===== src/inc/pin_remap_pkg.sv =====
package pin_remap_pkg;

	// remap option bit positions
	localparam int REMAP_ADC_TRIG = 0;
	localparam int REMAP_CLK_OUT = 2;
	localparam int REMAP_BREAK = 3;
	localparam int REMAP_ADV_TIMER = 5;
	localparam int REMAP_I2C = 6;
	localparam int REMAP_GP_TIMER = 1;
	localparam int REMAP_BEEPER = 7;
	localparam int REMAP_WIDTH = 8;

	// register byte addresses (all chosen)
	localparam logic [7:0] ADDR_REMAP_STATUS = 8'h00;
	localparam logic [7:0] ADDR_SPEED_CTRL = 8'h04;
	localparam logic [7:0] ADDR_PAD_CTRL = 8'h08;
	localparam logic [7:0] ADDR_PIN_STATUS = 8'h0C;

	// reset values of speed selects (1 = fast), remap bits and pad pull-up
	localparam logic [7:0] SPEED_SLOW_RESET = 8'h00;
	localparam logic SPEED_FAST_RESET = 1'b1;
	localparam logic [7:0] REMAP_RESET = 8'h00;
	localparam logic PAD_PULLUP_RESET = 1'b1;

	// axi response codes
	localparam logic [1:0] RESP_OKAY = 2'h0;
	localparam logic [1:0] RESP_SLVERR = 2'h2;

	// alternate function request from one peripheral
	typedef struct packed {
		logic en;
		logic oe;
		logic out;
	} alt_out_type;

	// resolved drive for one pin
	typedef struct packed {
		logic oe;
		logic out;
	} pin_drive_type;

endpackage


===== src/logic/pin_remap.sv =====
`timescale 1ns/1ps
module pin_remap
	import pin_remap_pkg::*;
(
	input wire logic i_core_clk,
	input wire logic i_arst_n,
	// option byte remap bits, static during reset
	input wire logic [7:0] i_remap_option,
	// axi4-lite slave
	input wire logic [7:0] i_awaddr,
	input wire logic i_awvalid,
	output logic o_awready,
	input wire logic [31:0] i_wdata,
	input wire logic [3:0] i_wstrb,
	input wire logic i_wvalid,
	output logic o_wready,
	output logic [1:0] o_bresp,
	output logic o_bvalid,
	input wire logic i_bready,
	input wire logic [7:0] i_araddr,
	input wire logic i_arvalid,
	output logic o_arready,
	output logic [31:0] o_rdata,
	output logic [1:0] o_rresp,
	output logic o_rvalid,
	input wire logic i_rready,
	// gpio port drive for affected pins (general purpose path)
	input wire pin_drive_type i_gpio_a3,
	input wire pin_drive_type i_gpio_d2,
	input wire pin_drive_type i_gpio_d0,
	input wire pin_drive_type i_gpio_d4,
	input wire pin_drive_type i_gpio_b2,
	input wire pin_drive_type i_gpio_b1,
	input wire pin_drive_type i_gpio_b0,
	input wire pin_drive_type i_gpio_b5,
	input wire pin_drive_type i_gpio_b4,
	input wire pin_drive_type i_gpio_c1,
	// alternate function outputs from peripherals
	input wire alt_out_type i_gp_timer_b_channel1,
	input wire alt_out_type i_gp_timer_a_channel3,
	input wire alt_out_type i_gp_timer_b_channel2,
	input wire alt_out_type i_gp_timer_a_channel1,
	input wire alt_out_type i_configurable_clock_output,
	input wire alt_out_type i_beeper_output,
	input wire alt_out_type i_advanced_timer_complement_out1,
	input wire alt_out_type i_advanced_timer_complement_out2,
	input wire alt_out_type i_advanced_timer_complement_out3,
	input wire alt_out_type i_i2c_sda,
	input wire alt_out_type i_i2c_scl,
	// input-side peripheral enables
	input wire logic i_break_en,
	input wire logic i_ext_trigger_en,
	input wire logic i_adc_trigger_en,
	// pin inputs (async)
	input wire logic i_pin_a3,
	input wire logic i_pin_d2,
	input wire logic i_pin_d0,
	input wire logic i_pin_d3,
	input wire logic i_pin_b3,
	input wire logic i_pin_b5,
	input wire logic i_pin_b4,
	input wire logic i_pin_e3,
	input wire logic i_pin_e2,
	input wire logic i_pin_e1,
	input wire logic i_pin_e0_unused,
	input wire logic i_pin_port_d_bit7,
	// top level interrupt enable from port control
	input wire logic i_port_d_bit7_int_en,
	// halt / oscillator state
	input wire logic i_halt,
	input wire logic i_hse_wakeup,
	input wire logic i_hse_off,
	input wire logic i_osc_pullup_option,
	// pad outputs
	output pin_drive_type o_pad_a3,
	output pin_drive_type o_pad_d2,
	output pin_drive_type o_pad_d0,
	output pin_drive_type o_pad_d4,
	output pin_drive_type o_pad_b2,
	output pin_drive_type o_pad_b1,
	output pin_drive_type o_pad_b0,
	output pin_drive_type o_pad_b5,
	output pin_drive_type o_pad_b4,
	output pin_drive_type o_pad_e2,
	output pin_drive_type o_pad_e1,
	output pin_drive_type o_pad_e0,
	output pin_drive_type o_pad_c1,
	// sampled alternate inputs to peripherals
	output logic o_gp_timer_b_channel1_in,
	output logic o_advanced_timer_break_input,
	output logic o_advanced_timer_external_trigger,
	output logic o_adc_external_trigger,
	output logic o_i2c_sda_in,
	output logic o_i2c_scl_in,
	// pad control
	output logic [7:0] o_speed_class_slow_default_fast,
	output logic o_speed_class_fast_default_fast,
	output logic o_debug_data_pin_pullup,
	output logic o_debug_data_pin_oe,
	output logic o_port_f_bit4_pullup,
	output logic o_top_level_interrupt,
	output logic o_port_d_bit7_port_int,
	output logic o_oscillator_input_pad_in_en,
	output logic o_oscillator_input_pad_out_en,
	output logic o_oscillator_input_pad_pullup
);

	logic [7:0] remap_r;
	logic [7:0] speed_slow_r;
	logic speed_fast_r;
	logic osc_pull_r;
	logic [1:0] sync_in_r [0:11];
	logic [11:0] pin_s;
	logic tli_prev_r;
	logic [31:0] rdata_nxt;
	logic aw_hold_r;
	logic w_hold_r;
	logic [7:0] awaddr_r;
	logic [31:0] wdata_r;
	logic [3:0] wstrb_r;
	logic wr_go;
	logic wr_hit;
	logic rd_hit;
	logic rem_gp;
	logic rem_i2c;
	logic rem_adv;
	logic rem_brk;
	logic rem_cco;
	logic rem_adc;
	logic rem_beeper_output;

	// peripheral output gated by its enable
	function automatic pin_drive_type alt_drv(input alt_out_type a);
		alt_drv.oe = a.en & a.oe;
		alt_drv.out = a.out;
	endfunction

	// alternate drive wins when active, gpio keeps its path otherwise
	function automatic pin_drive_type mux_drv(input logic sel,
		input alt_out_type a, input pin_drive_type g);
		pin_drive_type d;
		d = alt_drv(a);
		mux_drv = (sel && d.oe) ? d : g;
	endfunction

	// two-flop synchronisers for pin inputs
	assign pin_s = {sync_in_r[11][1], sync_in_r[10][1], sync_in_r[9][1],
		sync_in_r[8][1], sync_in_r[7][1], sync_in_r[6][1],
		sync_in_r[5][1], sync_in_r[4][1], sync_in_r[3][1],
		sync_in_r[2][1], sync_in_r[1][1], sync_in_r[0][1]};

	always_ff @(posedge i_core_clk or negedge i_arst_n)
	begin
		if (!i_arst_n)
			for (int k = 0; k < 12; k++)
				sync_in_r[k] <= 2'h0;
		else
		begin
			sync_in_r[0] <= {sync_in_r[0][0], i_pin_a3};
			sync_in_r[1] <= {sync_in_r[1][0], i_pin_d2};
			sync_in_r[2] <= {sync_in_r[2][0], i_pin_d0};
			sync_in_r[3] <= {sync_in_r[3][0], i_pin_d3};
			sync_in_r[4] <= {sync_in_r[4][0], i_pin_b3};
			sync_in_r[5] <= {sync_in_r[5][0], i_pin_b5};
			sync_in_r[6] <= {sync_in_r[6][0], i_pin_b4};
			sync_in_r[7] <= {sync_in_r[7][0], i_pin_e3};
			sync_in_r[8] <= {sync_in_r[8][0], i_pin_e2};
			sync_in_r[9] <= {sync_in_r[9][0], i_pin_e1};
			sync_in_r[10] <= {sync_in_r[10][0], i_pin_e0_unused};
			sync_in_r[11] <= {sync_in_r[11][0], i_pin_port_d_bit7};
		end
	end

	// remap bits caught once after release, then frozen
	logic remap_loaded_r;
	always_ff @(posedge i_core_clk or negedge i_arst_n)
	begin
		if (!i_arst_n)
		begin
			remap_r <= REMAP_RESET;
			remap_loaded_r <= 1'b0;
		end
		else if (!remap_loaded_r)
		begin
			remap_r <= i_remap_option;
			remap_loaded_r <= 1'b1;
		end
	end

	assign rem_adc = remap_r[REMAP_ADC_TRIG];
	assign rem_gp = remap_r[REMAP_GP_TIMER];
	assign rem_cco = remap_r[REMAP_CLK_OUT];
	assign rem_brk = remap_r[REMAP_BREAK];
	assign rem_adv = remap_r[REMAP_ADV_TIMER];
	assign rem_i2c = remap_r[REMAP_I2C];
	assign rem_beeper_output = remap_r[REMAP_BEEPER];

	// timer b ch1 to a3, timer a ch3 to d2 when remapped, swapped otherwise
	// gpio path kept when alternate idle
	assign o_pad_a3 = rem_gp ? mux_drv(1'b1, i_gp_timer_b_channel1, i_gpio_a3)
		: mux_drv(1'b1, i_gp_timer_a_channel3, i_gpio_a3);
	assign o_pad_d2 = rem_gp ? mux_drv(1'b1, i_gp_timer_a_channel3, i_gpio_d2)
		: mux_drv(1'b1, i_gp_timer_b_channel1, i_gpio_d2);
	assign o_gp_timer_b_channel1_in = i_gp_timer_b_channel1.en
		& (rem_gp ? pin_s[0] : pin_s[1]);

	// d0 select: break, clock out, or timer b ch2
	assign o_pad_d0 = rem_cco
		? mux_drv(1'b1, i_configurable_clock_output, i_gpio_d0)
		: mux_drv(!rem_brk, i_gp_timer_b_channel2, i_gpio_d0);
	assign o_pad_e0 = rem_cco ? '0
		: alt_drv(i_configurable_clock_output);
	assign o_advanced_timer_break_input = i_break_en
		& (rem_brk ? pin_s[2] : pin_s[7]);

	// adc trigger from d3 only when remapped
	assign o_adc_external_trigger = i_adc_trigger_en & rem_adc & pin_s[3];

	// beeper onto d4, else timer a ch1
	assign o_pad_d4 = rem_beeper_output
		? mux_drv(1'b1, i_beeper_output, i_gpio_d4)
		: mux_drv(1'b1, i_gp_timer_a_channel1, i_gpio_d4);

	// complementary outputs and trigger on port b
	assign o_pad_b2 = mux_drv(rem_adv, i_advanced_timer_complement_out3,
		i_gpio_b2);
	assign o_pad_b1 = mux_drv(rem_adv, i_advanced_timer_complement_out2,
		i_gpio_b1);
	assign o_pad_b0 = mux_drv(rem_adv, i_advanced_timer_complement_out1,
		i_gpio_b0);
	assign o_advanced_timer_external_trigger = i_ext_trigger_en & rem_adv
		& pin_s[4];
	assign o_pad_c1 = i_gpio_c1;

	// i2c onto b5 / b4, default pins released
	assign o_pad_b5 = mux_drv(rem_i2c, i_i2c_sda, i_gpio_b5);
	assign o_pad_b4 = mux_drv(rem_i2c, i_i2c_scl, i_gpio_b4);
	assign o_pad_e2 = rem_i2c ? '0 : alt_drv(i_i2c_sda);
	assign o_pad_e1 = rem_i2c ? '0 : alt_drv(i_i2c_scl);
	assign o_i2c_sda_in = i_i2c_sda.en & (rem_i2c ? pin_s[5] : pin_s[8]);
	assign o_i2c_scl_in = i_i2c_scl.en & (rem_i2c ? pin_s[6] : pin_s[9]);

	// debug pin held as pulled-up input
	assign o_debug_data_pin_pullup = 1'b1;
	assign o_debug_data_pin_oe = 1'b0;
	// pull-up on analog twelve pin in reset
	// elsewhere reset view uses REMAP_RESET routing and cleared pin samples
	assign o_port_f_bit4_pullup = !i_arst_n;

	assign o_speed_class_slow_default_fast = speed_slow_r;
	assign o_speed_class_fast_default_fast = speed_fast_r;

	// edge on top level pin raises top level interrupt
	always_ff @(posedge i_core_clk or negedge i_arst_n)
	begin
		if (!i_arst_n)
			tli_prev_r <= 1'b0;
		else
			tli_prev_r <= pin_s[11];
	end
	assign o_top_level_interrupt = i_port_d_bit7_int_en
		& (pin_s[11] ^ tli_prev_r);
	assign o_port_d_bit7_port_int = 1'b0;

	assign o_oscillator_input_pad_in_en = !i_halt;
	assign o_oscillator_input_pad_out_en = !i_halt;
	assign o_oscillator_input_pad_pullup = !i_halt ? osc_pull_r
		: i_hse_wakeup ? 1'b0
		: i_hse_off ? i_osc_pullup_option : osc_pull_r;

	// axi write: address and data in either order
	assign o_awready = !aw_hold_r && !o_bvalid;
	assign o_wready = !w_hold_r && !o_bvalid;
	assign wr_go = aw_hold_r && w_hold_r && !o_bvalid;
	assign wr_hit = (awaddr_r == ADDR_SPEED_CTRL)
		|| (awaddr_r == ADDR_PAD_CTRL);
	assign rd_hit = (i_araddr == ADDR_REMAP_STATUS)
		|| (i_araddr == ADDR_SPEED_CTRL) || (i_araddr == ADDR_PAD_CTRL)
		|| (i_araddr == ADDR_PIN_STATUS);
	assign o_arready = !o_rvalid;

	// read data decode
	assign rdata_nxt = (i_araddr == ADDR_REMAP_STATUS) ? {24'h0, remap_r}
		: (i_araddr == ADDR_SPEED_CTRL)
		? {23'h0, speed_fast_r, speed_slow_r}
		: (i_araddr == ADDR_PAD_CTRL) ? {31'h0, osc_pull_r}
		: (i_araddr == ADDR_PIN_STATUS) ? {20'h0, pin_s} : 32'h0;

	always_ff @(posedge i_core_clk or negedge i_arst_n)
	begin
		if (!i_arst_n)
		begin
			aw_hold_r <= 1'b0;
			w_hold_r <= 1'b0;
			awaddr_r <= 8'h00;
			wdata_r <= 32'h0;
			wstrb_r <= 4'h0;
			o_bvalid <= 1'b0;
			o_bresp <= RESP_OKAY;
		end
		else
		begin
			if (i_awvalid && o_awready)
			begin
				aw_hold_r <= 1'b1;
				awaddr_r <= i_awaddr;
			end
			if (i_wvalid && o_wready)
			begin
				w_hold_r <= 1'b1;
				wdata_r <= i_wdata;
				wstrb_r <= i_wstrb;
			end
			if (wr_go)
			begin
				aw_hold_r <= 1'b0;
				w_hold_r <= 1'b0;
				o_bvalid <= 1'b1;
				o_bresp <= wr_hit ? RESP_OKAY : RESP_SLVERR;
			end
			else if (o_bvalid && i_bready)
				o_bvalid <= 1'b0;
		end
	end

	// writable control registers
	always_ff @(posedge i_core_clk or negedge i_arst_n)
	begin
		if (!i_arst_n)
		begin
			speed_slow_r <= SPEED_SLOW_RESET;
			speed_fast_r <= SPEED_FAST_RESET;
			osc_pull_r <= PAD_PULLUP_RESET;
		end
		else if (wr_go && awaddr_r == ADDR_SPEED_CTRL)
		begin
			if (wstrb_r[0])
				speed_slow_r <= wdata_r[7:0];
			if (wstrb_r[1])
				speed_fast_r <= wdata_r[8];
		end
		else if (wr_go && awaddr_r == ADDR_PAD_CTRL && wstrb_r[0])
			osc_pull_r <= wdata_r[0];
	end

	// axi read channel
	always_ff @(posedge i_core_clk or negedge i_arst_n)
	begin
		if (!i_arst_n)
		begin
			o_rvalid <= 1'b0;
			o_rdata <= 32'h0;
			o_rresp <= RESP_OKAY;
		end
		else if (i_arvalid && o_arready)
		begin
			o_rvalid <= 1'b1;
			o_rdata <= rdata_nxt;
			o_rresp <= rd_hit ? RESP_OKAY : RESP_SLVERR;
		end
		else if (o_rvalid && i_rready)
			o_rvalid <= 1'b0;
	end

endmodule


===== config.mk =====
export PLATFORM = sky130hd
export DESIGN_NAME = pin_remap
export DESIGN_NICKNAME = d
export VERILOG_FILES = /design/src/inc/pin_remap_pkg.sv /design/src/logic/pin_remap.sv
export SDC_FILE = /design/constraint.sdc
export NUM_CORES = 1
export LEC_CHECK = 0
export BUFFER_PORTS_ARGS = -buffer_cell sky130_fd_sc_hd__buf_2
export CAP_MARGIN = 20
export CORE_ASPECT_RATIO = 1.4
export CORE_MARGIN = 8
export CORE_UTILIZATION = 43
export DETAILED_ROUTE_END_ITERATION = 6
export HOLD_SLACK_MARGIN = 0.06
export PLACE_DENSITY_LB_ADDON = 0.12
export SLEW_MARGIN = 10
export SYNTH_ARGS = -nofsm -noshare
export SYNTH_HDL_FRONTEND = slang
export SYNTH_SLANG_ARGS = --single-unit

===== constraint.sdc =====
create_clock -name i_core_clk -period 2.6 [get_ports i_core_clk]
set_input_delay 0.78 -clock i_core_clk [delete_from_list [all_inputs] [get_ports i_core_clk]]
set_output_delay 0.78 -clock i_core_clk [all_outputs]
set_load 0.02 [all_outputs]

== Word level (Yosys, flattened, before mapping) ==
Index checks and enable logic that the tools add are counted.

* Reduce and logical (&&, ||, !) cells: 37
* Muxes and demuxes: 41
* Bitwise logic cells: 22
* Equality and inequality tests: 5

{| class="wikitable"
|+ Operators by type and width
! cell !! number
|-
| two-way mux 12 bit || 4
|-
| two-way mux 2 bit || 22
|-
| equality test 8 x 4 -> 1 bit, second input constant || 3
|-
| AND 1 bit || 20
|-
| logical AND 1 bit || 18
|-
| equality test 8 x 3 -> 1 bit, second input constant || 2
|-
| two-way mux 1 bit || 15
|-
| zero test 8 bit || 1
|-
| nonzero test 2 bit || 4
|-
| zero test 1 bit || 7
|-
| AND reduction 2 bit || 3
|-
| logical OR 1 bit || 4
|-
| NOT 1 bit || 1
|-
| bitwise XOR 1 bit || 1
|}

* Flip-flop bits (word level): 103
* Bits of input ports: 140
* Word-level logic and storage cells: 133

== Longest topological paths before layout ==
* Depth after elaboration: 5
* Mapped depth: 5
* Depth with buffers taken out: 3

== Worst setup path after synthesis ==
OpenSTA, ideal clock, no wires.

* Kind: input port to output port
* Start: input i_gp_timer_a_channel3[2] (netlist name)
* End: output o_pad_a3[0] (netlist name)
* Stages: 3
* Setup slack: 0.338 ns
* Data arrival time: 1.482 ns
* Cells stage by stage: and2_1 > o21ai_0 > o21ai_0

{| class="wikitable"
|+ RTL lines
! item !! line !! RTL
|-
| start, declared || pin_remap.sv:40 || <nowiki>input wire alt_out_type i_gp_timer_a_channel3,</nowiki>
|-
| end, declared || pin_remap.sv:75 || <nowiki>output pin_drive_type o_pad_a3,</nowiki>
|}

==> impl_metrics.tcl <==
set metrics [dict create \
    fin_worst_skew_ns 0.00438 \
    ctsResizeCount 0 \
    layout-drive-gt1-share 0.502 \
    dp_hpwl_um 7700 \
    worst_pin_slew_ns 0.614 \
    synth_edf_count 0 \
    drtIter0Drc 63 \
    numPortBuffers 175 \
    seq_power_share 0.440 \
    synth-seq-cells 81 \
    crit_type "in2out" \
    fillers 751 \
    grt_usage 0.162 \
    timing.hold.ws_ns 0.344 \
    grt_pass1_wl_um 14900 \
    drc 0 \
    cts-buffers-inserted 9 \
    critPathMaxFanout 4 \
    h-tree-depth 3 \
    dieWidth_um 94.1 \
    routed_via_density 4.84 \
    synth.top_cell.area_share 0.539 \
    drtAntennaViolNets 0 \
    relSlewSlack 0.591 \
    finalHoldViolations 0 \
    yosysWarningCount 0 \
    async_flop_share 1.00 \
    hold_path_class "reg2reg" \
    hold_buffers 0 \
    end_kind "output port" \
    clock_latency_ns 0.32 \
    swShare 0.284 \
    synth.distinct_cells 36 \
    yosysTopAreaCell "dfrtp_1" \
    fmax_ghz 0.411 \
    antenna_cells 0 \
    synth.area.top_cells "dfrtp_1, mux2_2, buf_4" \
    fin_tns_setup_ns 0 \
    fp.dieArea_sq_mm 0.0118 \
    layout_commonest_cell "buf_2" \
    grt_setup_unrepaired "false" \
    cp-start-kind "primary input" \
    grt_pass1_vias 3042 \
    clockBufferDepth 2 \
    die_h_um 125 \
    syn2layout_area_growth_pct 32.4 \
    syn_inst 301 \
    required_ns 1.82 \
    place_congestion 0.835 \
    wl_um 9410 \
    grt_overflow 0 \
    drt_first_pass_iters 4 \
    cts_root_buffer "clkbuf_16" \
    layoutNonFillerInstCount 585 \
    start_util 0.434 \
    syn_avg_cell_area_sq_um 12.2 \
    rows 40 \
    status "completed" \
    core_sq_mm 0.00846 \
    p_comb_frac 0.234 \
    powerDensity_mw_per_mm2 782 \
    antenna_found_initial 0 \
    synth-seq-area-share 0.553 \
    cts_tree "done" \
    maxCapViolCount 0 \
    fin_crit_sh 0.936 \
    grt_max_degree 82 \
    switchingPower_mw 1.08 \
    dr_total_vias 2834 \
    placed_cells 569 \
    final_cell_mix "buf_2, dfrtp_1, mux2_2, conb_1, nand2_1" \
    ir_drop_mv 0.584 \
    arrival_ns 1.65 \
    fin_crit_ns 2.43 \
    p_int_mw 2.72 \
    power.share.clock 0.327 \
    clk_pin_slew_ns 0.06 \
    cts.sinks 81 \
    syn-cell-area_sq_mm 0.00367 \
    cts_setup_buffers 0 \
    routedWlPerCell_um 16.1 \
    maxSlewViolCount 0 \
    p_leak_nw 2.54 \
    synth_top_flop_cell "dfrtp_1" \
    pin_count 230 \
    final_core_util 0.575 \
    final_nets 616 \
    setup_violations 0 \
]
-- Yosys cell counts, types with 3 or more instances --
cell type / n
nor2_1: 10
and2_1: 6
nand3_1: 7
nor4_1: 3
o2bb2ai_1: 4
a2bb2oi_1: 3
a22o_1: 5
nand2_1: 19
clkbuf_1: 10
nand3b_1: 7
inv_1: 4
dfrtp_1: 79
o21ai_0: 15
buf_4: 28
nor2b_1: 10
and3_1: 4
nand2b_1: 6
mux2i_1: 15
mux2_2: 43
-- metrics by stage --
| stage | setup slack [ns] | total power, mW | cell area (sq um) |
|---|---|---|---|
| after floorplan | 0.338 | 2.30 | 3760 |
| after global placement | 0.187 | 2.56 | 4540 |
| after detailed placement | 0.163 | 2.60 | 4540 |
| after CTS | 0.163 | 3.86 | 4830 |
| after global routing | 0.116 | 4.01 | 4860 |
| final | 0.166 | 3.80 | 4860 |
-- worst max-delay path, stage by stage --
cell and delay [ns]:
buf_2 0.11, and2_1 0.19, nor2b_1 0.14, a211o_1 0.27
buf_2 0.16
-- kinds of logic (layout without fill, tap and decap cells) --
logic type,after synthesis,count (layout),synth area share
flip-flops,81,81,0.553
AND/OR/NAND/NOR,78,78,0.119
multiplexers,59,59,0.179
buffers and inverters,42,197,0.0716
AO/OA/AOI/OAI,37,37,0.0709
other,2,26,0.00205
XOR/XNOR,2,2,0.00477
-- worst paths after layout --
path / from / slack [ns] / to / depth (start not counted)
min in group asynchronous: i_arst_n / 0.45 / awaddr_r[1] / 2
setup / recovery: i_gp_timer_b_channel1[2] / 0.17 / o_pad_d2[1] / 5
hold reg to reg: sync_in_r[8] / 0.34 / pin_s[7] / 0
hold / removal: sync_in_r[8] / 0.34 / pin_s[7] / 0
max in group asynchronous: i_arst_n / 1.53 / osc_pull_r / 3
setup reg to reg: awaddr_r[1] / 0.59 / o_speed_class_slow_default_fast[2] / 3
-- final cells by class --
class	count	area, sq um	share of cell area
multi-input cells	202	1470	0.302
flip-flops and latches	81	2030	0.417
well taps	105	131	0.0270
clock buffers	12	256	0.0528
clock inverters	3	40.0	0.00823
inverters	4	15.0	0.00309
repair buffers	178	921	0.189
-- power by group through the flow --
stage	registers, mW	logic [mW]	clock network (mW)
floorplan	1.68	0.623	0
global placement	1.69	0.879	0
detailed placement	1.70	0.898	0
CTS	1.68	0.899	1.28
global route	1.71	0.973	1.32
finish	1.67	0.888	1.24
-- per-layer routing --
metal  vias to the layer above  wire [um]  track usage  share of wire
met5                         -          0            0              0
met4                         0        130       0.0600          0.014
met3                        11       1000       0.0515           0.11
met2                       134       4930        0.286           0.52
met1                      1327       3350        0.171           0.36
li1                       1362          -            -              -
-- sequential cells by signal (all words and copies together) (netlist names) --
signal	count
aw_hold_r	1
awaddr_r	8
o_bresp	1
o_bvalid	1
o_rdata	12
o_rresp	1
o_rvalid	1
o_speed_class_fast_default_fast	1
o_speed_class_slow_default_fast	8
osc_pull_r	1
pin_s	12
remap_loaded_r	1
remap_r	8
sync_in_r	12
tli_prev_r	1
w_hold_r	1
wdata_r	9
wstrb_r	2
Note: power is estimated with default switching activity, not from simulation.
